File: src/pkg/cwf_defines.svh
// offsets, field positions, reset values for the capacity warning flags block
`ifndef CWF_DEFINES_SVH
`define CWF_DEFINES_SVH
`define CWF_OFF_CHARGE      8'h00
`define CWF_OFF_INIT_TH     8'h04
`define CWF_OFF_FSET_TH     8'h08
`define CWF_OFF_FCLR_TH     8'h0C
`define CWF_OFF_FLAGS       8'h10
`define CWF_OFF_IRQ_STAT    8'h14
`define CWF_OFF_IRQ_MASK    8'h18
`define CWF_BIT_INIT        0
`define CWF_BIT_FINAL       1
`define CWF_RST_CHARGE      16'h0000
`define CWF_RST_INIT_TH     16'h0064
`define CWF_RST_FSET_TH     16'h0032
`define CWF_RST_FCLR_TH     16'h004B
`define CWF_FINAL_DISABLE   16'hFFFF
`define CWF_RESP_OKAY       2'b00
`define CWF_RESP_SLVERR     2'b10
`endif

File: src/pkg/cwf_pkg.sv
// types for the capacity warning flags block
package cwf_pkg;
   // the two warning flags as carried together
   typedef struct packed {
      logic final_warning_flag;
      logic initial_warning_flag;
   } cwf_flags_t;
   // thresholds as carried together
   typedef struct packed {
      logic [15:0] initial_threshold;
      logic [15:0] final_set_threshold;
      logic [15:0] final_clear_threshold;
   } cwf_thresh_t;
   // read side states
   typedef enum logic [0:0] {
      CWF_RD_IDLE = 1'b0,
      CWF_RD_RESP = 1'b1
   } cwf_rd_state_t;
endpackage : cwf_pkg

File: src/hdl/cwf_capacity_warning.sv
// capacity warning flags with axi4-lite register access
// Summary of operation
// - set initial flag when remaining charge drops below initial threshold
// - clear initial flag when remaining charge rises above initial threshold
// - set final flag when remaining charge drops below final set threshold
// - final set threshold of -1 disables setting the final flag
// - clear final flag above final clear threshold unless set threshold is -1
// - both flags readable as bits of the flag status word
`timescale 1ns/1ns
`default_nettype none
`include "cwf_defines.svh"
module cwf_capacity_warning #(
   parameter int W = 16
) (
   // clock and reset
   input  wire logic        aclk,
   input  wire logic        aresetn,
   // write address channel
   input  wire logic [7:0]  s_axi_awaddr,
   input  wire logic        s_axi_awvalid,
   output var  logic        s_axi_awready,
   // write data channel
   input  wire logic [31:0] s_axi_wdata,
   input  wire logic [3:0]  s_axi_wstrb,
   input  wire logic        s_axi_wvalid,
   output var  logic        s_axi_wready,
   // write response channel
   output var  logic [1:0]  s_axi_bresp,
   output var  logic        s_axi_bvalid,
   input  wire logic        s_axi_bready,
   // read address channel
   input  wire logic [7:0]  s_axi_araddr,
   input  wire logic        s_axi_arvalid,
   output var  logic        s_axi_arready,
   // read data channel
   output var  logic [31:0] s_axi_rdata,
   output var  logic [1:0]  s_axi_rresp,
   output var  logic        s_axi_rvalid,
   input  wire logic        s_axi_rready,
   // warning outputs
   output var  logic        initial_warning_flag,
   output var  logic        final_warning_flag,
   output var  logic        irq
);

   // registers
   logic [W-1:0]        charge_r;
   logic                charge_upd_r;
   cwf_pkg::cwf_thresh_t th_r;
   cwf_pkg::cwf_flags_t flags_r;
   cwf_pkg::cwf_flags_t flags_nxt;
   logic [1:0]          stat_r;
   logic [1:0]          mask_r;
   logic [7:0]          awaddr_r;
   logic                aw_held_r;
   logic [31:0]         wdata_r;
   logic [3:0]          wstrb_r;
   logic                w_held_r;

   // merge 16-bit value with the two low byte lanes
   function automatic logic [15:0] lane_merge(input logic [15:0] old,
                                              input logic [31:0] d,
                                              input logic [3:0] s);
      lane_merge = {s[1] ? d[15:8] : old[15:8], s[0] ? d[7:0] : old[7:0]};
   endfunction : lane_merge

   // register map, byte addresses, 16-bit values in the low half:
   //   0x00 remaining charge, a write here triggers one evaluation
   //   0x04 initial threshold
   //   0x08 final set threshold, all ones (-1) disables the final flag
   //   0x0c final clear threshold
   //   0x10 flag status word, read only; a write answers okay and drops
   //   0x14 interrupt status, write one to clear
   //   0x18 interrupt mask, same layout as the status
   //   any other word answers slverr and reads as zero

   // one-hot select from a word address, shared by both decoders so that
   // reads and writes can never disagree about the map
   function automatic logic [6:0] reg_sel(input logic [7:0] a);
      reg_sel = 7'h00;
      if (a == `CWF_OFF_CHARGE)
         reg_sel = 7'h01;
      else if (a == `CWF_OFF_INIT_TH)
         reg_sel = 7'h02;
      else if (a == `CWF_OFF_FSET_TH)
         reg_sel = 7'h04;
      else if (a == `CWF_OFF_FCLR_TH)
         reg_sel = 7'h08;
      else if (a == `CWF_OFF_FLAGS)
         reg_sel = 7'h10;
      else if (a == `CWF_OFF_IRQ_STAT)
         reg_sel = 7'h20;
      else if (a == `CWF_OFF_IRQ_MASK)
         reg_sel = 7'h40;
   endfunction : reg_sel

   // write fires once both address and data are held and no response pends
   wire        wr_go   = aw_held_r && w_held_r && !s_axi_bvalid;
   wire [6:0]  wsel    = reg_sel(awaddr_r);
   wire        wr_chg  = wr_go && wsel[0];
   wire        wr_ith  = wr_go && wsel[1];
   wire        wr_fst  = wr_go && wsel[2];
   wire        wr_fcl  = wr_go && wsel[3];
   wire        wr_sts  = wr_go && wsel[5];
   wire        wr_msk  = wr_go && wsel[6];
   // flag word writes are accepted with okay and change nothing
   wire        wr_hit  = wr_go && (wsel != 7'h00);

   // signed comparisons, only looked at on a charge update
   // two's complement, so a gauge that reports an overdrawn (negative)
   // charge still reads as below every positive threshold
   // limitation: a threshold write alone does not re-evaluate; the new
   // level takes effect at the next remaining charge write
   // equal to a threshold is neither set nor clear, so the flag holds
   wire signed [15:0] chg_s = charge_r;
   wire signed [15:0] ith_s = th_r.initial_threshold;
   wire signed [15:0] fst_s = th_r.final_set_threshold;
   wire signed [15:0] fcl_s = th_r.final_clear_threshold;
   wire fin_off  = (th_r.final_set_threshold == `CWF_FINAL_DISABLE);
   wire ini_set  = chg_s < ith_s;
   wire ini_clr  = chg_s > ith_s;
   // final set test, blocked at -1
   wire fin_set  = (chg_s < fst_s) && !fin_off;
   // final clear test, blocked at -1
   wire fin_clr  = (chg_s > fcl_s) && !fin_off && flags_r.final_warning_flag;

   // next flags on update, else hold
   always_comb begin
      flags_nxt = flags_r;
      if (charge_upd_r) begin
         if (ini_set)
            flags_nxt.initial_warning_flag = 1'b1;
         else if (ini_clr)
            flags_nxt.initial_warning_flag = 1'b0;
         if (fin_set)
            flags_nxt.final_warning_flag = 1'b1;
         else if (fin_clr)
            flags_nxt.final_warning_flag = 1'b0;
      end
   end

   // rising flag edges are the interrupt events
   // a falling flag leaves its status bit alone, so software still sees
   // a warning that came and went while it was not looking
   wire [1:0] ev = {flags_nxt.final_warning_flag
                    & ~flags_r.final_warning_flag,
                    flags_nxt.initial_warning_flag
                    & ~flags_r.initial_warning_flag};
   // write-one clears, but a same-cycle event wins
   wire [1:0] w1c = wr_sts ? (wdata_r[1:0] & {2{wstrb_r[0]}}) : 2'b00;
   wire [1:0] stat_nxt = (stat_r & ~w1c) | ev;

   // register writes and flag update
   // byte lanes 0 and 1 are honoured; status and mask use lane 0 only
   always_ff @(posedge aclk) begin
      if (!aresetn) begin
         charge_r     <= `CWF_RST_CHARGE;
         charge_upd_r <= 1'b0;
         th_r         <= {`CWF_RST_INIT_TH, `CWF_RST_FSET_TH,
                          `CWF_RST_FCLR_TH};
         flags_r      <= '0;
         stat_r       <= 2'b00;
         mask_r       <= 2'b00;
      end else begin
         charge_upd_r <= wr_chg;
         flags_r      <= flags_nxt;
         stat_r       <= stat_nxt;
         if (wr_chg)
            charge_r <= lane_merge(charge_r, wdata_r, wstrb_r);
         if (wr_ith)
            th_r.initial_threshold <=
               lane_merge(th_r.initial_threshold, wdata_r, wstrb_r);
         if (wr_fst)
            th_r.final_set_threshold <=
               lane_merge(th_r.final_set_threshold, wdata_r, wstrb_r);
         if (wr_fcl)
            th_r.final_clear_threshold <=
               lane_merge(th_r.final_clear_threshold, wdata_r, wstrb_r);
         if (wr_msk && wstrb_r[0])
            mask_r <= wdata_r[1:0];
      end
   end

   // outputs straight from flops
   // pins launch on the same edge as the flag word, so they never differ
   always_ff @(posedge aclk) begin
      if (!aresetn) begin
         initial_warning_flag <= 1'b0;
         final_warning_flag   <= 1'b0;
         irq                  <= 1'b0;
      end else begin
         initial_warning_flag <= flags_nxt.initial_warning_flag;
         final_warning_flag   <= flags_nxt.final_warning_flag;
         irq                  <= |(stat_nxt & mask_r);
      end
   end

   // write timing: ready pulses the cycle after valid is seen, each half
   // is held until both are in, then bvalid rises one cycle later; a new
   // pair reaches the registers only after the previous response is
   // accepted, so one write at a time is ever applied
   // write channel capture, address and data in either order
   always_ff @(posedge aclk) begin
      if (!aresetn) begin
         aw_held_r     <= 1'b0;
         w_held_r      <= 1'b0;
         awaddr_r      <= 8'h00;
         wdata_r       <= 32'h0000_0000;
         wstrb_r       <= 4'h0;
         s_axi_awready <= 1'b0;
         s_axi_wready  <= 1'b0;
         s_axi_bvalid  <= 1'b0;
         s_axi_bresp   <= `CWF_RESP_OKAY;
      end else begin
         s_axi_awready <= !aw_held_r && !s_axi_awready && s_axi_awvalid;
         s_axi_wready  <= !w_held_r && !s_axi_wready && s_axi_wvalid;
         if (s_axi_awvalid && s_axi_awready) begin
            aw_held_r <= 1'b1;
            awaddr_r  <= {s_axi_awaddr[7:2], 2'b00};
         end
         if (s_axi_wvalid && s_axi_wready) begin
            w_held_r <= 1'b1;
            wdata_r  <= s_axi_wdata;
            wstrb_r  <= s_axi_wstrb;
         end
         if (wr_go) begin
            aw_held_r    <= 1'b0;
            w_held_r     <= 1'b0;
            s_axi_bvalid <= 1'b1;
            s_axi_bresp  <= wr_hit ? `CWF_RESP_OKAY : `CWF_RESP_SLVERR;
         end else if (s_axi_bvalid && s_axi_bready) begin
            s_axi_bvalid <= 1'b0;
         end
      end
   end

   // read decode
   wire [7:0] ra   = {s_axi_araddr[7:2], 2'b00};
   wire [6:0] rsel = reg_sel(ra);
   logic [31:0] rd_val;
   logic        rd_ok;
   always_comb begin
      rd_ok  = 1'b1;
      if (rsel[0])
         rd_val = {16'h0000, charge_r};
      else if (rsel[1])
         rd_val = {16'h0000, th_r.initial_threshold};
      else if (rsel[2])
         rd_val = {16'h0000, th_r.final_set_threshold};
      else if (rsel[3])
         rd_val = {16'h0000, th_r.final_clear_threshold};
      else if (rsel[4])
         rd_val = {30'h0000_0000, flags_r};
      else if (rsel[5])
         rd_val = {30'h0000_0000, stat_r};
      else if (rsel[6])
         rd_val = {30'h0000_0000, mask_r};
      else begin
         rd_val = 32'h0000_0000;
         rd_ok  = 1'b0;
      end
   end

   // read timing: arready the cycle after arvalid, data the cycle after;
   // rdata is captured at acceptance, so a write landing while rvalid
   // stands cannot change the answer already on the bus
   // read channel: accept, then answer next cycle
   cwf_pkg::cwf_rd_state_t rd_st_r;
   always_ff @(posedge aclk) begin
      if (!aresetn) begin
         rd_st_r       <= cwf_pkg::CWF_RD_IDLE;
         s_axi_arready <= 1'b0;
         s_axi_rvalid  <= 1'b0;
         s_axi_rdata   <= 32'h0000_0000;
         s_axi_rresp   <= `CWF_RESP_OKAY;
      end else begin
         case (rd_st_r)
            cwf_pkg::CWF_RD_IDLE: begin
               s_axi_arready <= s_axi_arvalid && !s_axi_arready;
               if (s_axi_arvalid && s_axi_arready) begin
                  s_axi_arready <= 1'b0;
                  s_axi_rvalid  <= 1'b1;
                  s_axi_rdata   <= rd_val;
                  s_axi_rresp   <= rd_ok ? `CWF_RESP_OKAY
                                         : `CWF_RESP_SLVERR;
                  rd_st_r       <= cwf_pkg::CWF_RD_RESP;
               end
            end
            cwf_pkg::CWF_RD_RESP: begin
               if (s_axi_rready) begin
                  s_axi_rvalid <= 1'b0;
                  rd_st_r      <= cwf_pkg::CWF_RD_IDLE;
               end
            end
            default: rd_st_r <= cwf_pkg::CWF_RD_IDLE;
         endcase
      end
   end

endmodule : cwf_capacity_warning
`default_nettype wire

File: config.mk
export PLATFORM = sky130hd
export DESIGN_NAME = cwf_capacity_warning
export DESIGN_NICKNAME = d
export VERILOG_FILES = /design/src/pkg/cwf_pkg.sv /design/src/hdl/cwf_capacity_warning.sv
export VERILOG_INCLUDE_DIRS = /design/src /design/src/pkg
export SDC_FILE = /design/constraint.sdc
export NUM_CORES = 1
export LEC_CHECK = 0
export BUFFER_PORTS_ARGS = -buffer_cell sky130_fd_sc_hd__buf_2
export CORE_ASPECT_RATIO = 1.5
export CORE_MARGIN = 2
export CORE_UTILIZATION = 45
export CTS_BUF_LIST = sky130_fd_sc_hd__clkbuf_16
export CTS_CLUSTER_DIAMETER = 40
export DETAILED_ROUTE_END_ITERATION = 7
export PLACE_DENSITY = 0.66
export SYNTH_ARGS = -nofsm -noshare
export SYNTH_HDL_FRONTEND = slang
export SYNTH_SLANG_ARGS = --single-unit
File: constraint.sdc
create_clock -name aclk -period 5 [get_ports aclk]
set_input_delay 1 -clock aclk [delete_from_list [all_inputs] [get_ports aclk]]
set_output_delay 1 -clock aclk [all_outputs]
set_load 0.01 [all_outputs]
Word level (Yosys, flattened, before mapping)
Index checks and enable logic that the tools add are counted.

operators by class
  bitwise gates (word level) = 11
  muxes and demuxes = 45
  order comparisons = 4
  eq/ne operators = 15
  reduce and logical (&&, ||, !) cells = 45

operator list
  kind                                                 count
  two-way mux 7 bit                                    14
  two-way mux 16 bit                                   4
  equality test 6 x 3 -> 1 bit, second input constant  6
  > comparator 16 bit                                  2
  less-than comparator 16 bit                          2
  equality test 6 x 2 -> 1 bit, second input constant  4
  logical AND 1 bit                                    22
  AND reduction 2 bit                                  10
  two-way mux 1 bit                                    18
  equality test 16 bit, second input constant          1
  logical NOT 8 bit                                    2
  two-way mux 2 bit                                    7
  equality test 6 x 1 -> 1 bit, second input constant  2
  logical NOT 1 bit                                    7
  nonzero test 7 bit                                   1
  AND 2 bit                                            3
  inequality test 2 bit, second input constant         2
  NOT 1 bit                                            4
  case mux 1 bit (2 select lines)                      2
  OR reduction 2 bit                                   2
  AND 1 bit                                            2
  NOT 2 bit                                            1
  bitwise OR 2 bit                                     1
  nonzero test 2 bit                                   1

storage, ports and cells
  logic and storage cells = 148
  register bits after elaboration = 140

Longest topological paths before layout
Gate-level depths: netlist of the first run.

  word-level depth = 16
  gate-level depth with buffers = 8

Least setup slack after synthesis of the first run
No wires, ideal clock.

  kind = in2reg
  start point = input s_axi_araddr[7]
  end point = register s_axi_rdata[10]
  setup slack = 2658 ps
  buffers on the path = 1
  stages = 5
  arrival = 2276 ps
  path through = or4_1 > nor2_1 > clkbuf_1 > a22oi_1 > nor2b_1

on the way
  longest elaborated chain between the ends = 11

ends and longest elaborated chain
  what                                    RTL line                     RTL
  start: declaration                      cwf_capacity_warning.sv:32   input wire logic [7:0] s_axi_araddr,
  equality test 6 x 3 -> 1 bit (no line)  n/a
  two-way mux 7 bit                       cwf_capacity_warning.sv:91   else if (a == `CWF_OFF_IRQ_STAT)
  two-way mux 7 bit                       cwf_capacity_warning.sv:89   else if (a == `CWF_OFF_FLAGS)
  two-way mux 7 bit                       cwf_capacity_warning.sv:87   else if (a == `CWF_OFF_FCLR_TH)
  two-way mux 7 bit                       cwf_capacity_warning.sv:85   else if (a == `CWF_OFF_FSET_TH)
  two-way mux 7 bit                       cwf_capacity_warning.sv:83   else if (a == `CWF_OFF_INIT_TH)
  two-way mux 7 bit (*)                   cwf_capacity_warning.sv:81   if (a == `CWF_OFF_CHARGE)
  two-way mux 16 bit                      cwf_capacity_warning.sv:250  else if (rsel[3])
  two-way mux 16 bit                      cwf_capacity_warning.sv:248  else if (rsel[2])
  two-way mux 16 bit                      cwf_capacity_warning.sv:246  else if (rsel[1])
  two-way mux 16 bit (*)                  cwf_capacity_warning.sv:244  if (rsel[0])
  end signal: assignment                  cwf_capacity_warning.sv:283  s_axi_rdata <= rd_val;
  end: declaration                        cwf_capacity_warning.sv:36   output var logic [31:0] s_axi_rdata,

Mark *: on every way between the ends. The rest lies on a longest branch, timed or not.
A chain may end at the register's enable or synchronous reset.

Worst setup path in the final report of the first run
  start point = input s_axi_arvalid
  end point = register s_axi_rdata[15]

on the way
  longest elaborated chain between the ends = 2

ends and longest elaborated chain
  what                           RTL line                     RTL
  start: declaration             cwf_capacity_warning.sv:33   input wire logic s_axi_arvalid,
  logical AND 1 bit              cwf_capacity_warning.sv:280  if (s_axi_arvalid && s_axi_arready) begin
  AND reduction 2 bit (no line)  n/a

Every way passes these cells.

==> metrics.cfg, run 1 <==
[yosys]
yosysUniqueCellTypes=51
syn_avg_cell_area_um2=9.47
synth_seq_cells=122
synth_seq_area_share_pct=37.6
synth_edf_count=0
yosys_warnings=0
synth_ff_type=dfxtp_1
async_reset_ff_share_pct=0
synth_cells=685
netlist_area_mm2=0.00649

[power_and_ir_drop]
p_int_mw=1.74
clkPwrFrac_pct=51.0
total_power_mw=2.22
peakVddDrop_mv=0.208
switchingPower_mw=0.486
p_seq_share_pct=44.8
p_per_area_mw_per_mm2=301
leakage_nw=3.06
swShare_pct=21.9
pwr-share-comb_pct=4.3

[cells_and_area]
antenna_cells=0
nNetsFinal=842
drive_above_1_share_pct=15.6
fin_cells=940
areaGrowthSynthToFinish_pct=14.0

[critical_path]
cp_data_arrival_time_ns=3.59
cp-end-kind=flip-flop
cp_max_fo=20
critPathLaunchType=input pin
critPathKind=in2reg
crit_required_ns=5.34

[clocking]
cts.sinks=122
root_buffer=clkbuf_16
cts_made_buffers=17
cts_htree_levels=4
path_clk_slew_ns=0.05
cts_setup_buffers=0
ctsHoldBuffers=0
cts_buffer_depth=2
post_cts_resize_count=0
clk_latency_ns=0.41
cts_tree=yes

[place]
routabilityCongestion=0.926
dp_cells=909
place_hpwl_um=11000
dpl_worst_slack_ns=1.26
port_buffers=62

[global_route]
grt_pass1_vias=5090
grt-ovfl-total=0
grtUsageTotal_pct=21.1
grt_max_degree=81
grt_pass1_wl_um=24900
antenna_found_initial=0

[routing]
drt_wl_total_um=15300
drt-vias-per-instance=5.30
ant_nets=0
drt_iter0_drc=216
vias=4984
wl_per_cell_um=16.3
drtPass1Iterations=4
drcViolationCount=0

[sta]
period_share_pct=65.0
relSlewSlack_pct=24.7
hold_viol=0
fin_worst_skew_ns=0.00747
timing.final.ws_setup_ns=1.75
setup_viol=0
hold_slack_ns=0.455
worstMarginPinSlew_ns=1.13
max_freq_mhz=308
fin_setup_tns_ns=0
rsz0062_at_grt=false
slew_viol_final=0
period_needed_ns=3.25

[worst_hold_path]
hold_class=reg2reg

[die]
die_w_um=102
design.die.area_mm2=0.0154
start_util_pct=46.2
pin_count=103
placementRows=53
core_mm2=0.0141
die_h_um=151

[outcome]
run_status=completed

[run]
cap_violations=0

## synthesized netlist by cell type (7+ instances only)
library cell | n | area [um^2]
dfxtp_1 | 122 | 2440
nand2_1 | 79 | 297
nor2b_1 | 76 | 475
mux2i_1 | 65 | 651
inv_1 | 53 | 199
ha_1 | 47 | 588
a21boi_0 | 30 | 225
clkbuf_1 | 23 | 86.3
buf_4 | 19 | 143
mux4_2 | 16 | 360
a22oi_1 | 14 | 105
o21ai_0 | 14 | 70.1
a21oi_1 | 13 | 65.1
nand4_1 | 12 | 75.1
nor2_1 | 11 | 41.3
nand3_1 | 7 | 35.0
o211ai_1 | 7 | 52.6
## cell usage in the layout, fill, tap and decap left out, types with 11 or more instances in the layout
cell       Yosys  final
nor2b_1       76     76
clkbuf_16      0     17
o21ai_0       14     14
a21boi_0      30     30
a21oi_1       13     13
nand4_1       12     12
mux4_2        16     16
nand2_1       79     79
conb_1         1     18
dfxtp_1      122    122
mux2i_1       65     65
buf_2          6     62
inv_1         53     58
a22oi_1       14     14
nor2_1        11     11
ha_1          47     47
## routing by layer
metal | vias up | share of wire [%] | track usage (%)
met5 | - | 0 | 0
met4 | 0 | 2.9 | 10.2
met3 | 30 | 4.4 | 3.55
met2 | 139 | 50 | 36.3
met1 | 2362 | 42 | 25.4
li1 | 2453 | - | -
## power by group through the flow
stage,clock [mW],combinational [mW],sequential [mW]
after floorplan,0,0.0768,1.01
after global placement,0,0.0926,1.02
after detailed placement,0,0.0957,1.02
after CTS,1.15,0.0960,0.996
after global routing,1.19,0.105,0.997
final,1.13,0.0947,0.996
## kinds of logic (layout without fill, tap and decap cells)
| logic type | count (synthesis) | count (layout) | share of synthesized area, % |
|---|---|---|---|
| AOI/OAI and AO/OA | 103 | 103 | 11.1 |
| adders and majority gates | 47 | 47 | 9.06 |
| buffers and inverters | 103 | 149 | 7.29 |
| DFF | 122 | 122 | 37.6 |
| muxes | 82 | 82 | 15.8 |
| other | 1 | 18 | 0.0578 |
| and+or+nand+nor | 227 | 227 | 19.1 |
## final timing paths
| check | startpoint | end | slack (ns) | cells past startpoint |
|---|---|---|---|---|
| max | s_axi_arvalid | s_axi_rdata[15] | 1.75 | 6 |
| min | s_axi_wready | s_axi_wready | 0.46 | 1 |
| min reg2reg | s_axi_wready | s_axi_wready | 0.46 | 1 |
| max reg2reg | rd_st_r | s_axi_rdata[15] | 1.99 | 5 |
## state kept, by name, summed over array words and instances (netlist names), 2 cells and up
register	flops
awaddr_r	6
wdata_r	16
mask_r	2
charge_r	16
ith_s	16
stat_r	2
s_axi_rdata	16
fcl_s	16
fst_s	16
wstrb_r	2
## cell type report
class | instances | area [um^2]
Fill cell | 1334 | 6660
Multi-Input combinational cell | 477 | 3640
Sequential cell | 122 | 2440
Inverter | 53 | 199
Clock buffer | 17 | 425
Timing Repair Buffer | 65 | 333
Clock inverter | 14 | 119
Tap cell | 192 | 240
## critical path, cell delays in order
cell	delay, ns
buf_2	0.08
nand3b_1	0.56
or4_1	0.73
nor2_1	0.88
a22oi_1	0.16
nor2b_1	0.17
## through the flow
step                      util [%]  instance area (um^2)
after floorplan                  -                  6550
after global routing          52.6                  7400
after CTS                     52.6                  7400
final                         52.6                  7400
after detailed placement      48.7                  6850
after global placement        48.7                  6850
(Power assumes the default switching activity.)
==> run 2, diff against run 1 <==
- clock period: 5 -> 3.3 ns (I/O delays scaled with it)
==> run 2 against run 1 <==
Compared with the run above: clock skew fell by 0.0022 ns; via count down 0.90%; clock power grew 62%; largest power group unchanged.
==> metrics.cfg, run 2 (synthesized netlist as in run 1, its figures left out) <==
[outcome]
run_status=completed

[sta]
rsz0062_at_grt=false
max_freq_mhz=438
period_share_pct=69.2
relSlewSlack_pct=41.8  ; +17 points
timing.final.ws_setup_ns=1.01  ; -0.736 ns
period_needed_ns=2.29
hold_viol=0  ; unchanged
slew_viol_final=0  ; unchanged
fin_worst_skew_ns=0.00531  ; -0.00216 ns
setup_viol=0  ; unchanged
worstMarginPinSlew_ns=0.873  ; -0.253 ns
fin_setup_tns_ns=0  ; unchanged

[routing]
ant_nets=0  ; unchanged
drt_wl_total_um=15100  ; -1.3%
vias=4939  ; -0.90%
drt-vias-per-instance=5.23  ; -1.3%
drcViolationCount=0  ; unchanged
drt_iter0_drc=204  ; -5.6%
drtPass1Iterations=5  ; +1
wl_per_cell_um=16.0  ; -1.8%

[clocking]
cts.sinks=122  ; unchanged
cts_tree=yes
path_clk_slew_ns=0.05  ; about the same
cts_setup_buffers=0  ; unchanged
cts_made_buffers=17  ; unchanged
ctsHoldBuffers=0  ; unchanged
cts_buffer_depth=2  ; unchanged
root_buffer=clkbuf_16
post_cts_resize_count=0  ; unchanged
cts_htree_levels=4  ; unchanged
clk_latency_ns=0.41  ; about the same

[cells_and_area]
antenna_cells=0  ; unchanged
utilization_pct=53.0  ; +0.44 points
fin_cells=944  ; +0.43%
nFillCells=1308  ; -1.9%
final_common_cell=dfxtp_1
mostFrequentLayoutCells=dfxtp_1, nand2_1, nor2b_1, mux2i_1, buf_2
drive_above_1_share_pct=16.2  ; +0.58 points
nNetsFinal=845  ; +0.36%
areaGrowthSynthToFinish_pct=14.9

[die]
placementRows=53  ; unchanged
core_mm2=0.0141  ; unchanged
pin_count=103  ; unchanged
start_util_pct=46.2  ; unchanged
die_w_um=102  ; unchanged
design.die.area_mm2=0.0154  ; unchanged
die_h_um=151  ; unchanged

[global_route]
grt-ovfl-total=0  ; unchanged
grt_pass1_vias=4937  ; -3.0%
grt_pass1_wl_um=24500  ; -1.7%
grt_max_degree=47  ; -42%
grtUsageTotal_pct=20.6  ; -0.53 points
antenna_found_initial=0  ; unchanged

[worst_hold_path]
hold_path_end=s_axi_wready
hp-start=s_axi_wready
hold_depth=1  ; unchanged
hold_class=reg2reg

[power_and_ir_drop]
leakage_nw=3.07  ; about the same
swShare_pct=21.9  ; +0.034 points
p_seq_share_pct=43.3  ; -1.5 points
p_int_mw=2.72  ; +57%
p_per_area_mw_per_mm2=467  ; +55%
clkPwrFrac_pct=52.6  ; +1.6 points
switchingPower_mw=0.762  ; +57%
pwr-share-comb_pct=4.1  ; -0.2 points
peakVddDrop_mv=0.352  ; +69%

[critical_path]
critPathMaxStageDelay_ns=0.37  ; -0.51 ns
critPathBufInv=1  ; unchanged
cp_data_arrival_time_ns=2.59  ; -1.00 ns
reg2regPathDepth=8  ; +3
r2r-end=final_warning_flag
path_delay_family=simple AND/OR/NAND/NOR gates
crit_start=fcl_s[15]
crit_path_cell_trace=inv_1, ha_1, nand4_1, nor4_1, a21boi_0, nand3b_1, mux2_2, a21bo_2
r2r_slack_ns=1.01  ; -0.98 ns
critPathLaunchType=flip-flop
critPathKind=reg2reg
crit_required_ns=3.60  ; -1.74 ns
timing.rr.start=fcl_s[15]
cp-end-kind=flip-flop
crit_slowest_cell=nor4_1
cp_max_fo=4  ; -80%

[place]
place_hpwl_um=11100  ; +0.37%
dp_cells=912  ; +0.33%
routabilityCongestion=0.928  ; +0.31%
port_buffers=62  ; unchanged
dpl_worst_slack_ns=0.837  ; -0.419 ns

[run]
cap_violations=0  ; unchanged

## run 2: worst register-to-register path: stages (launching register included)
cell	delay (ns)
dfxtp_1	0.35
inv_1	0.05
ha_1	0.34
nand4_1	0.19
nor4_1	0.37
a21boi_0	0.23
nand3b_1	0.14
mux2_2	0.33
a21bo_2	0.19
## run 2: layout make-up
cell class	instances	area, um^2	area share (%)
multi-input cells	477	3640	48.8
repair buffers	68	355	4.77
inverters	53	199	2.67
well taps	192	240	3.22
clock buffers	17	425	5.70
clock inverters	15	158	2.11
flip-flops and latches	122	2440	32.8
## run 2: through the flow
| step | power (mW) | cell area [um^2] | hold WS [ns] |
|---|---|---|---|
| after global placement | 1.68 | 6870 | 0.439 |
| after floorplan | 1.65 | 6550 | 0.442 |
| final | 3.48 | 7460 | 0.470 |
| after global routing | 3.59 | 7460 | 0.497 |
| after CTS | 3.52 | 7460 | 0.470 |
| after detailed placement | 1.68 | 6870 | 0.454 |
## run 2: worst max-delay path by stage
stage / depth (start not counted) / endpoint / slack [ns]
floorplan: 8 / final_warning_flag / 1.28
global route: 8 / final_warning_flag / 0.88
detailed placement: 8 / s_axi_rdata[15] / 0.84
CTS: 8 / final_warning_flag / 1.02
finish: 8 / final_warning_flag / 1.01
global placement: 8 / s_axi_rdata[15] / 0.91
## run 2: power groups by stage
stage,Combinational [mW],Clock [mW],Sequential [mW]
6_report,0.144,1.83,1.51
5_1_grt,0.159,1.92,1.51
4_1_cts,0.145,1.86,1.51
3_5_place_dp,0.145,0,1.54
3_3_place_gp,0.141,0,1.54
2_1_floorplan,0.116,0,1.53
## run 2: layer usage
layer / up-vias / routed length [um] / GRT usage (%)
li1: 2464 / - / -
met1: 2334 / 6490 / 24.3
met2: 115 / 7620 / 36.5
met3: 26 / 630 / 3.92
met4: 0 / 371 / 8.07
met5: - / 0 / 0
==> run 3, diff against run 2 <==
- PLACE_DENSITY: 0.66 -> 0.68
- clock period: 3.3 -> 1.9 ns (I/O delays scaled with it)
==> run 3 against run 2 <==
Compared with the run above: the run now ends with negative setup slack left; flip-flop and latch count stayed put; wire length grew 14%; sequential share of layout area shrank 4.1 points; via count increased by 9.9%; hold slack got worse by 0.27 ns; combinational power is 110% higher; die area is the same; final area increased by 16%; sequential power increased by 74%; clock skew grew 0.0063 ns; cell count is 10% higher; global-route usage increased by 2.6 points; critical path type unchanged; largest power group unchanged.
==> metrics.cfg, run 3 (synthesized netlist as in run 1, its figures left out) <==
[cells_and_area]
areaGrowthSynthToFinish_pct=33.0
fin_cells=1039  ; +10%
mostFrequentLayoutCells=dfxtp_1, buf_4, nand2_1, nor2b_1, buf_2
nNetsFinal=941  ; +11%
drive_above_1_share_pct=32.5  ; +16 points
final_common_cell=dfxtp_1
antenna_cells=0  ; unchanged

[sta]
slew_viol_final=0  ; unchanged
rsz0062_at_grt=true
timing.final.ws_setup_ns=-0.185  ; -1.20 ns
max_freq_mhz=480  ; +9.6%
fin_worst_skew_ns=0.0117  ; +0.00634 ns
hold_slack_ns=0.200  ; -0.270 ns
period_needed_ns=2.09  ; -0.200 ns
setup_viol=33  ; +33
fin_setup_tns_ns=-1.51  ; -1.51 ns
hold_viol=0  ; unchanged
period_share_pct=110  ; +40 points

[die]
design.die.area_mm2=0.0154  ; unchanged
placementRows=53  ; unchanged
die_h_um=151  ; unchanged
die_w_um=102  ; unchanged
pin_count=103  ; unchanged
start_util_pct=46.2  ; unchanged
core_mm2=0.0141  ; unchanged

[power_and_ir_drop]
total_power_mw=6.18  ; +77%
leakage_nw=3.67  ; +20%
peakVddDrop_mv=0.580  ; +65%
p_per_area_mw_per_mm2=716  ; +53%

[clocking]
cts_made_buffers=17  ; unchanged
path_clk_slew_ns=0.06  ; about the same
root_buffer=clkbuf_16
cts_htree_levels=4  ; unchanged
clk_latency_ns=0.42  ; about the same
cts_buffer_depth=2  ; unchanged
cts.sinks=122  ; unchanged
cts_tree=yes
ctsHoldBuffers=0  ; unchanged

[critical_path]
crit_start=fcl_s[5]
cp_max_fo=2  ; -2
critPathKind=reg2reg
critPathLaunchType=flip-flop
cp_data_arrival_time_ns=2.39  ; -0.20 ns
crit_required_ns=2.21  ; -1.39 ns
timing.rr.start=fcl_s[5]
cp-end-kind=flip-flop

[routing]
drt_wl_total_um=17300  ; +14%
wl_per_cell_um=16.6  ; +3.7%
vias=5429  ; +9.9%
drt-vias-per-instance=5.23  ; -0.13%
drtPass1Iterations=5  ; unchanged
ant_nets=0  ; unchanged
drcViolationCount=0  ; unchanged
drt_iter0_drc=302  ; +48%

[outcome]
violations=negative setup slack
run_status=finished with violations

[place]
dp_cells=999  ; +9.5%
port_buffers=62  ; unchanged
routabilityCongestion=0.934  ; +0.58%
place_hpwl_um=12200  ; +9.9%
dpl_worst_slack_ns=-0.221  ; -1.06 ns

[global_route]
grt-ovfl-total=0  ; unchanged
antenna_found_initial=0  ; unchanged
grt_pass1_vias=5642  ; +14%
grtUsageTotal_pct=23.2  ; +2.6 points
grt_pass1_wl_um=27500  ; +12%
grt_max_degree=96  ; +100%

[worst_hold_path]
hp-start=s_axi_wvalid
hold_class=in2reg

[run]
cap_violations=0  ; unchanged

[run 3: stage by stage]
stage                     util [%]  cell area (um^2)
after floorplan                  -              6580
after global placement        54.1              7600
after detailed placement      54.1              7600
after CTS                     60.4              8490
after global routing          61.4              8630
final                         61.4              8630
[run 3: metal layers]
layer  global-route usage, %  vias up  routed length, um  share of wire, %
li1                        -     2658                  -                 -
met1                    26.8     2589               7070                41
met2                    40.7      148               8870                51
met3                    4.52       34                851               4.9
met4                    10.7        0                467               2.7
met5                       0        -                  0                 0
[run 3: power breakdown]
group	total (mW)	leakage [nW]	internal, mW	switching [mW]
Sequential	2.62	0.994	2.59	0.0305
Clock	3.26	0.296	2.14	1.12
Combinational	0.299	2.38	0.142	0.157
Total	6.18	3.67	4.87	1.31
[run 3: worst paths after layout]
path              cells after the start  slack, ns            endpoint
hold / removal                        3       0.20        s_axi_wready
setup reg to reg                      8      -0.19  final_warning_flag
setup / recovery                      8      -0.19  final_warning_flag
hold reg to reg                       1       0.46        s_axi_wready
[run 3: worst max-delay path, cell delays in order (launching register included)]
cell,delay (ns)
dfxtp_1,0.33
inv_1,0.06
ha_1,0.28
nand2_1,0.12
nor4_2,0.35
a21boi_2,0.20
nand3b_1,0.13
mux2_4,0.30
a21bo_2,0.21
[run 3: cell type report]
cell class | instances | area [um^2]
Tap cell | 192 | 240
Multi-Input combinational cell | 477 | 3960
Inverter | 53 | 199
Clock buffer | 17 | 425
Sequential cell | 122 | 2470
Fill cell | 1176 | 5430
Clock inverter | 14 | 164
Timing Repair Buffer | 164 | 1180
[run 3: repair_timing]
item                                    in CTS  in global routing
gates cloned                                 0                  1
buffers inserted                             4                  6
endpoints found under the setup margin      50                 59
gates resized for setup                     56                 29
pin swaps                                   19                  5
